File: config.mk
export PLATFORM = sky130hd
export DESIGN_NAME = timer16_channel
export DESIGN_NICKNAME = d
export VERILOG_FILES = /design/src/design/timer16_pkg.sv /design/src/design/timer16_channel.sv /design/src/design/timer16_prescaler.sv
export SDC_FILE = /design/constraint.sdc
export NUM_CORES = 1
export LEC_CHECK = 0
export ABC_AREA = 0
export BUFFER_PORTS_ARGS = -buffer_cell sky130_fd_sc_hd__buf_2
export CORE_ASPECT_RATIO = 1.1
export CORE_UTILIZATION = 45
export CTS_BUF_LIST = sky130_fd_sc_hd__clkbuf_16
export CTS_CLUSTER_SIZE = 28
export DETAILED_ROUTE_END_ITERATION = 10
export PLACE_DENSITY = 0.75
export SLEW_MARGIN = 20
export SYNTH_ARGS = -nofsm -noshare
export SYNTH_HDL_FRONTEND = slang
export SYNTH_SLANG_ARGS = --single-unit
File: constraint.sdc
create_clock -name clk_sys -period 4.8 [get_ports clk_sys]
set_clock_uncertainty 0.2 [all_clocks]
set_input_delay 0.24 -clock clk_sys [delete_from_list [all_inputs] [get_ports clk_sys]]
set_output_delay 0.24 -clock clk_sys [all_outputs]
set_load 0.1 [all_outputs]
File: src/design/timer16_pkg.sv
// Purpose: shared constants for the 16-bit timer channel
// Assumes: AXI4-Lite data 32 bits, byte address = 4 * register index
// Notes: register indexes are kept as printed
package timer16_pkg;
    localparam logic [15:0] IDX_CLK_SEL = 16'h4260;
    localparam logic [15:0] IDX_RELOAD = 16'h4262;
    localparam logic [15:0] IDX_COUNT = 16'h4264;
    localparam logic [15:0] IDX_CTRL = 16'h4266;

    localparam logic [3:0] CLK_SEL_RST = 4'h0;
    localparam logic [3:0] DIV_RESERVED = 4'hF;
    localparam logic [15:0] RELOAD_RST = 16'h0000;
    localparam logic [15:0] COUNT_RST = 16'hFFFF;
    localparam logic POL_RST = 1'b1;
    localparam logic [1:0] SRC_RST = 2'h0;
    localparam logic ONESHOT_RST = 1'b0;
    localparam logic RUN_RST = 1'b0;

    localparam int POL_BIT = 10;
    localparam int SRC_LO = 8;
    localparam int ONESHOT_BIT = 4;
    localparam int CLEAR_BIT = 1;
    localparam int RUN_BIT = 0;

    localparam logic [1:0] SRC_INTERNAL = 2'h0;
    localparam logic [1:0] SRC_EXTERNAL = 2'h1;
    localparam logic [1:0] SRC_PULSE = 2'h2;
    localparam logic [1:0] SRC_RESERVED = 2'h3;

    localparam int PRESC_W = 14;
    localparam logic [1:0] RESP_OKAY = 2'h0;
    localparam logic [1:0] RESP_SLVERR = 2'h2;
endpackage

File: src/design/timer16_channel.sv
// Purpose: one 16-bit timer channel with AXI4-Lite registers
// Assumes: ext_clk_in is asynchronous; counter counts down
// Notes: underflow is a one-cycle pulse, no interrupt logic
// What this block does
// - four-bit code divides clk_sys by 2**code; code 0xF is reserved.
// - reload value is 16 bits read/write, zero after reset.
// - counter value is read-only, all ones after reset.
// - bit 10 picks external clock active level, high after reset.
// - bits 9:8 pick internal, external or pulse-width source; 3 reserved.
// - bit 4 set means one-shot, clear means repeat; repeat after reset.
// - writing one to bit 1 resets the counter; zero does nothing.
// - bit 0 runs or stops the counter, reads back, stopped after reset.
//
// Chosen here: register access over AXI4-Lite.
`timescale 1ns/1ns
module timer16_channel (
    input wire logic clk_sys,
    input wire logic nrst,
    input wire logic ext_clk_in,
    input wire logic [31:0] s_axi_awaddr,
    input wire logic s_axi_awvalid,
    output logic s_axi_awready,
    input wire logic [31:0] s_axi_wdata,
    input wire logic [3:0] s_axi_wstrb,
    input wire logic s_axi_wvalid,
    output logic s_axi_wready,
    output logic [1:0] s_axi_bresp,
    output logic s_axi_bvalid,
    input wire logic s_axi_bready,
    input wire logic [31:0] s_axi_araddr,
    input wire logic s_axi_arvalid,
    output logic s_axi_arready,
    output logic [31:0] s_axi_rdata,
    output logic [1:0] s_axi_rresp,
    output logic s_axi_rvalid,
    input wire logic s_axi_rready,
    output logic underflow
);
    typedef struct packed {
        logic aw_have;
        logic [31:0] waddr;
        logic w_have;
        logic [31:0] wdata;
        logic [3:0] wstrb;
        logic bvalid;
        logic [1:0] bresp;
        logic rvalid;
        logic [31:0] rdata;
        logic [1:0] rresp;
        logic [3:0] clock_divide_code;
        logic [15:0] reload_word;
        logic [15:0] count_word;
        logic ext_clock_polarity;
        logic [1:0] count_source_sel;
        logic oneshot_select;
        logic run_control;
        logic [2:0] sync;
        logic ext_level;
        logic ext_prev;
        logic underflow;
    } timer_state_t;

    timer_state_t st;
    timer_state_t next_st;
    logic presc_tick;
    logic do_write;
    logic ar_take;
    logic [15:0] wr_index;
    logic [15:0] rd_index;
    logic wr_ctrl;
    logic clear_wr;
    logic active_now;
    logic active_prev;
    logic count_en;

    function automatic logic [15:0] reg_index(input logic [31:0] addr);
        reg_index = addr[17:2];
    endfunction

    function automatic logic mapped(input logic [31:0] addr);
        logic [15:0] idx;
        idx = addr[17:2];
        mapped = (addr[31:18] == 14'h0000) && (addr[1:0] == 2'h0) &&
            (idx == timer16_pkg::IDX_CLK_SEL || idx == timer16_pkg::IDX_RELOAD ||
             idx == timer16_pkg::IDX_COUNT || idx == timer16_pkg::IDX_CTRL);
    endfunction

    function automatic logic [15:0] merge16(input logic [15:0] old, input logic [31:0] data,
        input logic [3:0] strb);
        merge16 = old;
        if (strb[0]) begin
            merge16[7:0] = data[7:0];
        end
        if (strb[1]) begin
            merge16[15:8] = data[15:8];
        end
    endfunction

    timer16_prescaler i_timer16_prescaler (
        .clk_sys(clk_sys),
        .nrst(nrst),
        .clock_divide_code(st.clock_divide_code),
        .tick(presc_tick)
    );

    assign s_axi_awready = !st.aw_have && !st.bvalid;
    assign s_axi_wready = !st.w_have && !st.bvalid;
    assign s_axi_arready = !st.rvalid;
    assign s_axi_bvalid = st.bvalid;
    assign s_axi_bresp = st.bresp;
    assign s_axi_rvalid = st.rvalid;
    assign s_axi_rdata = st.rdata;
    assign s_axi_rresp = st.rresp;
    assign underflow = st.underflow;

    assign do_write = st.aw_have && st.w_have && !st.bvalid;
    assign ar_take = s_axi_arvalid && !st.rvalid;
    assign wr_index = reg_index(st.waddr);
    assign rd_index = reg_index(s_axi_araddr);
    assign wr_ctrl = do_write && mapped(st.waddr) && wr_index == timer16_pkg::IDX_CTRL;
    assign clear_wr = wr_ctrl && st.wstrb[0] && st.wdata[timer16_pkg::CLEAR_BIT];

    assign active_now = st.ext_level == st.ext_clock_polarity;
    assign active_prev = st.ext_prev == st.ext_clock_polarity;

    always_comb begin
        count_en = 1'b0;
        unique case (st.count_source_sel)
            timer16_pkg::SRC_INTERNAL: count_en = presc_tick;
            timer16_pkg::SRC_EXTERNAL: count_en = active_now && !active_prev;
            timer16_pkg::SRC_PULSE: count_en = presc_tick && active_now;
            timer16_pkg::SRC_RESERVED: count_en = 1'b0;
        endcase
    end

    always_comb begin
        next_st = st;
        next_st.underflow = 1'b0;

        // external input: three flops, change taken when second and third agree
        next_st.sync = {st.sync[1], st.sync[0], ext_clk_in};
        if (st.sync[1] == st.sync[2]) begin
            next_st.ext_level = st.sync[2];
        end
        next_st.ext_prev = st.ext_level;

        if (s_axi_awvalid && s_axi_awready) begin
            next_st.aw_have = 1'b1;
            next_st.waddr = s_axi_awaddr;
        end
        if (s_axi_wvalid && s_axi_wready) begin
            next_st.w_have = 1'b1;
            next_st.wdata = s_axi_wdata;
            next_st.wstrb = s_axi_wstrb;
        end
        if (st.bvalid && s_axi_bready) begin
            next_st.bvalid = 1'b0;
        end

        // counter: clear beats counting, underflow reloads
        if (clear_wr) begin
            next_st.count_word = st.reload_word;
        end else if (st.run_control && count_en) begin
            if (st.count_word == 16'h0000) begin
                next_st.count_word = st.reload_word;
                next_st.underflow = 1'b1;
                if (st.oneshot_select) begin
                    next_st.run_control = 1'b0;
                end
            end else begin
                next_st.count_word = st.count_word - 16'h0001;
            end
        end

        if (do_write) begin
            next_st.aw_have = 1'b0;
            next_st.w_have = 1'b0;
            next_st.bvalid = 1'b1;
            next_st.bresp = mapped(st.waddr) ? timer16_pkg::RESP_OKAY : timer16_pkg::RESP_SLVERR;
            if (mapped(st.waddr)) begin
                unique case (wr_index)
                    timer16_pkg::IDX_CLK_SEL: begin
                        if (st.wstrb[0]) begin
                            next_st.clock_divide_code = st.wdata[3:0];
                        end
                    end
                    timer16_pkg::IDX_RELOAD: begin
                        next_st.reload_word = merge16(st.reload_word, st.wdata, st.wstrb);
                    end
                    timer16_pkg::IDX_COUNT: begin
                        next_st.count_word = next_st.count_word;
                    end
                    timer16_pkg::IDX_CTRL: begin
                        if (st.wstrb[1]) begin
                            next_st.ext_clock_polarity = st.wdata[timer16_pkg::POL_BIT];
                            next_st.count_source_sel = st.wdata[timer16_pkg::SRC_LO +: 2];
                        end
                        if (st.wstrb[0]) begin
                            next_st.oneshot_select = st.wdata[timer16_pkg::ONESHOT_BIT];
                            next_st.run_control = st.wdata[timer16_pkg::RUN_BIT];
                        end
                    end
                    default: begin
                        next_st.bresp = timer16_pkg::RESP_SLVERR;
                    end
                endcase
            end
        end

        if (st.rvalid && s_axi_rready) begin
            next_st.rvalid = 1'b0;
        end
        if (ar_take) begin
            next_st.rvalid = 1'b1;
            next_st.rresp = timer16_pkg::RESP_OKAY;
            next_st.rdata = 32'h0000_0000;
            if (!mapped(s_axi_araddr)) begin
                next_st.rresp = timer16_pkg::RESP_SLVERR;
            end else begin
                unique case (rd_index)
                    timer16_pkg::IDX_CLK_SEL: next_st.rdata[3:0] = st.clock_divide_code;
                    timer16_pkg::IDX_RELOAD: next_st.rdata[15:0] = st.reload_word;
                    timer16_pkg::IDX_COUNT: next_st.rdata[15:0] = st.count_word;
                    timer16_pkg::IDX_CTRL: begin
                        next_st.rdata[timer16_pkg::POL_BIT] = st.ext_clock_polarity;
                        next_st.rdata[timer16_pkg::SRC_LO +: 2] = st.count_source_sel;
                        next_st.rdata[timer16_pkg::ONESHOT_BIT] = st.oneshot_select;
                        next_st.rdata[timer16_pkg::RUN_BIT] = st.run_control;
                    end
                    default: begin
                        next_st.rresp = timer16_pkg::RESP_SLVERR;
                    end
                endcase
            end
        end
    end

    always_ff @(posedge clk_sys) begin
        if (!nrst) begin
            st <= '0;
            st.clock_divide_code <= timer16_pkg::CLK_SEL_RST;
            st.reload_word <= timer16_pkg::RELOAD_RST;
            st.count_word <= timer16_pkg::COUNT_RST;
            st.ext_clock_polarity <= timer16_pkg::POL_RST;
            st.count_source_sel <= timer16_pkg::SRC_RST;
            st.oneshot_select <= timer16_pkg::ONESHOT_RST;
            st.run_control <= timer16_pkg::RUN_RST;
        end else begin
            st <= next_st;
        end
    end

    a_reload_write: assert property (@(posedge clk_sys) disable iff (!nrst)
        do_write && wr_index == timer16_pkg::IDX_RELOAD && st.waddr[31:18] == 14'h0000 &&
        st.waddr[1:0] == 2'h0 && st.wstrb[1:0] == 2'h3 |=> st.reload_word == $past(st.wdata[15:0]))
        else $error("reload word did not take written value");

    a_count_read: assert property (@(posedge clk_sys) disable iff (!nrst)
        ar_take && mapped(s_axi_araddr) && rd_index == timer16_pkg::IDX_COUNT
        |=> s_axi_rvalid && s_axi_rdata == {16'h0000, $past(st.count_word)})
        else $error("counter read does not show counter");

    a_polarity_read: assert property (@(posedge clk_sys) disable iff (!nrst)
        ar_take && mapped(s_axi_araddr) && rd_index == timer16_pkg::IDX_CTRL
        |=> s_axi_rdata[10] == $past(st.ext_clock_polarity) && s_axi_rdata[9:8] == $past(st.count_source_sel))
        else $error("control read mismatch");

    a_source_reserved: assert property (@(posedge clk_sys) disable iff (!nrst)
        st.count_source_sel == 2'h3 && !clear_wr |=> $stable(st.count_word) && !underflow)
        else $error("reserved source counted");

    a_oneshot_stop: assert property (@(posedge clk_sys) disable iff (!nrst)
        st.run_control && st.oneshot_select && count_en && st.count_word == 16'h0000 && !wr_ctrl
        |=> !st.run_control ##1 (!st.run_control || $past(wr_ctrl)))
        else $error("one-shot did not stop at underflow");

    a_clear_loads: assert property (@(posedge clk_sys) disable iff (!nrst)
        clear_wr |=> st.count_word == $past(st.reload_word))
        else $error("counter reset did not load reload word");

    a_stop_holds: assert property (@(posedge clk_sys) disable iff (!nrst)
        !st.run_control && !clear_wr |=> $stable(st.count_word))
        else $error("stopped counter changed");

    a_reserved_zero: assert property (@(posedge clk_sys) disable iff (!nrst)
        s_axi_rvalid |-> s_axi_rdata[31:16] == 16'h0000)
        else $error("upper read bits not zero");

    a_ctrl_reserved: assert property (@(posedge clk_sys) disable iff (!nrst)
        ar_take && mapped(s_axi_araddr) && rd_index == timer16_pkg::IDX_CTRL
        |=> s_axi_rdata[15:11] == 5'h00 && s_axi_rdata[7:5] == 3'h0 && s_axi_rdata[3:1] == 3'h0)
        else $error("control reserved bits not zero");

    a_clksel_reserved: assert property (@(posedge clk_sys) disable iff (!nrst)
        ar_take && mapped(s_axi_araddr) && rd_index == timer16_pkg::IDX_CLK_SEL
        |=> s_axi_rdata[15:4] == 12'h000)
        else $error("clock select reserved bits not zero");

    a_read_unmapped: assert property (@(posedge clk_sys) disable iff (!nrst)
        ar_take && !mapped(s_axi_araddr)
        |=> s_axi_rvalid && s_axi_rresp == timer16_pkg::RESP_SLVERR && s_axi_rdata == 32'h0000_0000)
        else $error("unmapped read not refused");

    a_write_slverr: assert property (@(posedge clk_sys) disable iff (!nrst)
        do_write && !mapped(st.waddr)
        |=> s_axi_bvalid && s_axi_bresp == timer16_pkg::RESP_SLVERR)
        else $error("unmapped write not refused");

    a_clksel_write: assert property (@(posedge clk_sys) disable iff (!nrst)
        do_write && mapped(st.waddr) && wr_index == timer16_pkg::IDX_CLK_SEL && st.wstrb[0]
        |=> st.clock_divide_code == $past(st.wdata[3:0]))
        else $error("divide code did not take written value");

    a_ctrl_write: assert property (@(posedge clk_sys) disable iff (!nrst)
        wr_ctrl && st.wstrb[1] |=> st.ext_clock_polarity == $past(st.wdata[timer16_pkg::POL_BIT]) &&
        st.count_source_sel == $past(st.wdata[timer16_pkg::SRC_LO +: 2]))
        else $error("polarity or source not written");

    a_run_write: assert property (@(posedge clk_sys) disable iff (!nrst)
        wr_ctrl && st.wstrb[0] |=> st.run_control == $past(st.wdata[timer16_pkg::RUN_BIT]) &&
        st.oneshot_select == $past(st.wdata[timer16_pkg::ONESHOT_BIT]))
        else $error("run or mode bit not written");

    a_count_step: assert property (@(posedge clk_sys) disable iff (!nrst)
        st.run_control && count_en && st.count_word != 16'h0000 && !clear_wr
        |=> st.count_word == $past(st.count_word) - 16'h0001)
        else $error("running counter did not step down");

    a_pulse_gate: assert property (@(posedge clk_sys) disable iff (!nrst)
        st.run_control && st.count_source_sel == timer16_pkg::SRC_PULSE &&
        st.ext_level != st.ext_clock_polarity && !clear_wr |=> $stable(st.count_word))
        else $error("pulse width counted while input inactive");

    a_underflow_reload: assert property (@(posedge clk_sys) disable iff (!nrst)
        underflow |-> st.count_word == $past(st.reload_word) || $past(clear_wr))
        else $error("underflow did not reload");
endmodule

File: src/design/timer16_prescaler.sv
// Purpose: divides clk_sys into a one-cycle count tick
// Assumes: divisor is 2 to the power of the code
// Notes: reserved code gives no tick
`timescale 1ns/1ns
module timer16_prescaler (
    input wire logic clk_sys,
    input wire logic nrst,
    input wire logic [3:0] clock_divide_code,
    output logic tick
);
    typedef struct packed {
        logic [timer16_pkg::PRESC_W-1:0] cnt;
        logic tick;
    } presc_state_t;

    presc_state_t st;
    presc_state_t next_st;
    logic [timer16_pkg::PRESC_W-1:0] mask;
    logic [14:0] mask_full;

    always_comb begin
        next_st = st;
        mask_full = (15'h0001 << clock_divide_code) - 15'h0001;
        mask = mask_full[timer16_pkg::PRESC_W-1:0];
        next_st.cnt = st.cnt + 14'h0001;
        if (clock_divide_code == timer16_pkg::DIV_RESERVED) begin
            next_st.tick = 1'b0;
        end else begin
            next_st.tick = (st.cnt & mask) == mask;
        end
    end

    always_ff @(posedge clk_sys) begin
        if (!nrst) begin
            st <= '0;
        end else begin
            st <= next_st;
        end
    end

    assign tick = st.tick;

    a_div_one_tick: assert property (@(posedge clk_sys) disable iff (!nrst)
        nrst && (clock_divide_code == 4'h0) |=> tick)
        else $error("divide by one does not tick every cycle");
    a_div_reserved: assert property (@(posedge clk_sys) disable iff (!nrst)
        (clock_divide_code == 4'hF) |=> !tick)
        else $error("reserved divide code ticked");
endmodule

==> results.py <==
metrics = {
    "outcome": {
        "run_status": "finished, final reports clean",
    },
    "clocking": {
        "clkTransAtPathRegs_ps": 60,
        "htreeDepth": 4,
        "insertion_delay_ps": 420,
        "cts.sinks": 134,
        "root_buffer": "clkbuf_16",
        "cts_tree": "yes",
        "clk_path_buf_depth": 2,
        "ctsResizeCount": 0,
        "cts_buffers": 17,
    },
    "die": {
        "die_area_mm2": 0.0147,
        "die_h_um": 127,
        "start_util": 0.463,
        "core-area_mm2": 0.0139,
        "num_io_pins": 150,
        "fp-row-count": 45,
        "die_w_um": 116,
    },
    "layout": {
        "fin_cells": 1118,
        "final_nets": 1031,
        "drive_gt1_frac": 0.181,
        "design_area_mm2": 0.00798,
        "syn_to_final_growth_pct": 24.5,
        "n_antenna_cell": 0,
        "final_util": 0.576,
        "fillerInstances": 1257,
    },
    "detailed_routing": {
        "post-route-drc-count": 0,
        "vias_per_cell": 5.23,
        "via_count": 5848,
        "wl_per_cell_um": 14.3,
        "postRouteAntennaNets": 0,
        "wl_mm": 16.0,
        "first_iter_violations": 312,
        "dr.pass1.iters": 4,
    },
    "setup_path": {
        "critPathRequiredTime_ps": 4910,
        "crit_chain": "inv_1 -> ha_1 -> o21ba_2 -> a221oi_1 -> or2_2 -> a2bb2oi_1 -> nor2b_1 -> a211o_1",
        "crit_start": "st[8]",
        "r2r_slack_ps": 1580,
        "criticalPathCategory": "flop to flop",
        "worst_r2r_endpoint": "st[17]",
        "start_kind": "flop",
        "crit_slowest_cell": "a2bb2oi_1",
        "reg2reg_from": "st[8]",
        "crit_path_end_kind": "flop",
        "slowest_delay_ps": 720,
        "cp-endpoint": "st[17]",
        "cp_max_fo": 20,
        "reg2reg_depth": 8,
        "arrival_ps": 3330,
    },
    "pwr": {
        "sw_frac_of_total": 0.260,
        "combPwrFrac": 0.113,
        "p_int_w": 0.00206,
        "power.share.clock": 0.464,
        "power_density_mw_per_mm2": 349,
        "peakVddDrop_uv": 223,
        "power.net_switching_w": 0.000725,
        "p_seq_frac": 0.422,
        "leakagePower_nw": 3.19,
    },
    "synthesis": {
        "postSynthCellCount": 786,
        "syn_avg_cell_area_um2": 8.15,
        "synthDistinctLibCells": 76,
        "synth-edff-count": 0,
        "synth-warning-count": 0,
        "synthFlopType": "dfxtp_1",
        "async_reset_ff_frac": 0,
        "ys_seq_area_frac": 0.419,
        "netlist_area_mm2": 0.00641,
        "synth_seq_cells": 134,
    },
    "place": {
        "gp_congestion": 0.900,
        "hpwl_mm": 10.4,
        "io_buffer_count": 113,
        "placed_area_mm2": 0.00679,
        "placed_cells_incl_taps": 1027,
    },
    "global_route": {
        "antenna_found_initial": 0,
        "grt_usage": 0.225,
        "grt_max_degree": 53,
        "grt_pass1_vias": 5397,
        "grt_overflow": 0,
        "grt_pass1_wl_mm": 26.0,
    },
    "sta": {
        "fin_tns_setup_ps": 0,
        "worst_pin_slew_ps": 1010,
        "hold_viol": 0,
        "slew_headroom": 0.325,
        "setup_viol": 0,
        "rsz0062_at_grt": "no",
        "fmax_mhz": 311,
        "fin_crit_ps": 3220,
        "drv_slew": 0,
        "min_period_over_period": 0.671,
    },
    "hold_path": {
        "hold_class": "input pin to flop",
        "min_path_cells": 2,
    },
    "flow_run": {
        "drv_cap": 0,
    },
}
==> metal layers <==
layer  vias up  share of wire  track usage  routed length (um)
li1       2946              -            -                   -
met1      2687           0.44        0.296                7120
met2       198           0.47        0.356                7550
met3        17          0.071       0.0522                1140
met4         0          0.014       0.0867                 218
met5         -              0            0                   0
==> cells in the final DEF, fill, tap and decap left out, types with 15 or more instances in the layout <==
master / instances
clkbuf_16: 17
dlygate4sd3_1: 58
nor4_1: 18
buf_2: 113
nand3_1: 18
o21ai_0: 37
inv_1: 21
mux2i_1: 28
nor2_1: 72
nand2_1: 149
conb_1: 18
dfxtp_1: 134
a21oi_1: 72
a22oi_1: 15
==> Yosys cell counts (3+ instances only) <==
cell | n | share of area
mux2_2 | 3 | 0.0053
nor3_1 | 9 | 0.0070
o211ai_1 | 4 | 0.0047
buf_4 | 36 | 0.042
nor4_1 | 18 | 0.018
o21bai_1 | 3 | 0.0035
nand2b_1 | 3 | 0.0029
nand4b_1 | 4 | 0.0055
a211oi_1 | 3 | 0.0035
o22ai_1 | 3 | 0.0029
buf_2 | 3 | 0.0023
nand2_1 | 149 | 0.087
clkbuf_1 | 29 | 0.017
xor2_1 | 6 | 0.0082
inv_1 | 20 | 0.012
xnor2_1 | 5 | 0.0068
a22oi_1 | 15 | 0.018
mux2i_1 | 28 | 0.044
buf_1 | 4 | 0.0023
ha_1 | 6 | 0.012
nor2_1 | 73 | 0.043
a31oi_1 | 4 | 0.0039
nand3_1 | 18 | 0.014
dfxtp_1 | 134 | 0.42
clkbuf_8 | 3 | 0.0064
nor2b_1 | 8 | 0.0078
and2_1 | 9 | 0.0088
a21oi_1 | 72 | 0.056
or3_1 | 5 | 0.0049
o21ai_0 | 37 | 0.029
and3_1 | 4 | 0.0039
or4_1 | 3 | 0.0035
nand4_1 | 8 | 0.0078
==> power groups by stage <==
stage / logic (W) / registers [W] / clock network, W
after floorplan: 0.000218 / 0.00120 / 0
after global placement: 0.000269 / 0.00120 / 0
after detailed placement: 0.000272 / 0.00120 / 0
after CTS: 0.000307 / 0.00118 / 0.00131
after global routing: 0.000342 / 0.00118 / 0.00136
final: 0.000316 / 0.00118 / 0.00129
==> repair_timing <==
| action | in CTS | in global routing |
|---|---|---|
| hold endpoints to repair | 54 | 0 |
| hold buffers | 58 | 0 |
| setup buffers | 0 | 0 |
| endpoints found under the setup margin | 0 | 0 |
==> area by class of cell <==
type	count	area, um2	share of cell area
Clock buffer	17	425	0.0533
Clock inverter	15	163	0.0204
Inverter	21	78.8	0.00988
Multi-Input combinational cell	570	3230	0.404
Sequential cell	134	2680	0.336
Tap cell	188	235	0.0295
Timing Repair Buffer	173	1170	0.146
==> logic make-up (layout without fill, tap and decap cells) <==
family                   count (synthesis)  in the layout  synth area share
AO/OA/AOI/OAI                          169            169             0.159
XOR/XNOR                                11             11            0.0150
adder cells (fa/ha/maj)                  6              6            0.0117
buffers and inverters                   99            226            0.0881
flip-flops                             134            134             0.419
multiplexers                            32             32            0.0525
other                                    1             18          0.000585
AND/OR/NAND/NOR                        334            334             0.254
==> flip-flops by register name, indices dropped and copies added, names as in the netlist <==
register and flops:
s_axi_bvalid 1, next_st 3, underflow 1, s_axi_bresp 1, s_axi_rdata 16, i_timer16_prescaler.tick 1
s_axi_rvalid 1, s_axi_rresp 1, st 95, i_timer16_prescaler.st 14
==> critical path, delay by kind of cell (launching register included) <==
kind | cells | cell delay, ps
adder cells (fa/ha/maj) | 1 | 220
AO/OA/AOI/OAI | 4 | 1710
AND/OR/NAND/NOR | 2 | 570
buffers and inverters | 1 | 70
flip-flops | 1 | 350
==> how the worst min path moves through the flow <==
stage                 startpoint      endpoint  slack, ps
global placement      next_st[4]    next_st[5]        220
finish                      nrst        st[11]         60
floorplan           s_axi_rready  s_axi_rvalid        140
global route                nrst        st[11]         90
detailed placement    next_st[4]    next_st[5]        220
CTS                         nrst        st[11]         30
==> through the flow <==
step	power (W)	hold WS (ps)	worst slack, ps
global placement	0.00147	220	1760
floorplan	0.00142	139	1400
detailed placement	0.00147	222	1670
finish	0.00279	56.0	1580
global route	0.00288	91.8	1410
CTS	0.00279	34.6	1650
Note: power is estimated with default switching activity, not from simulation.
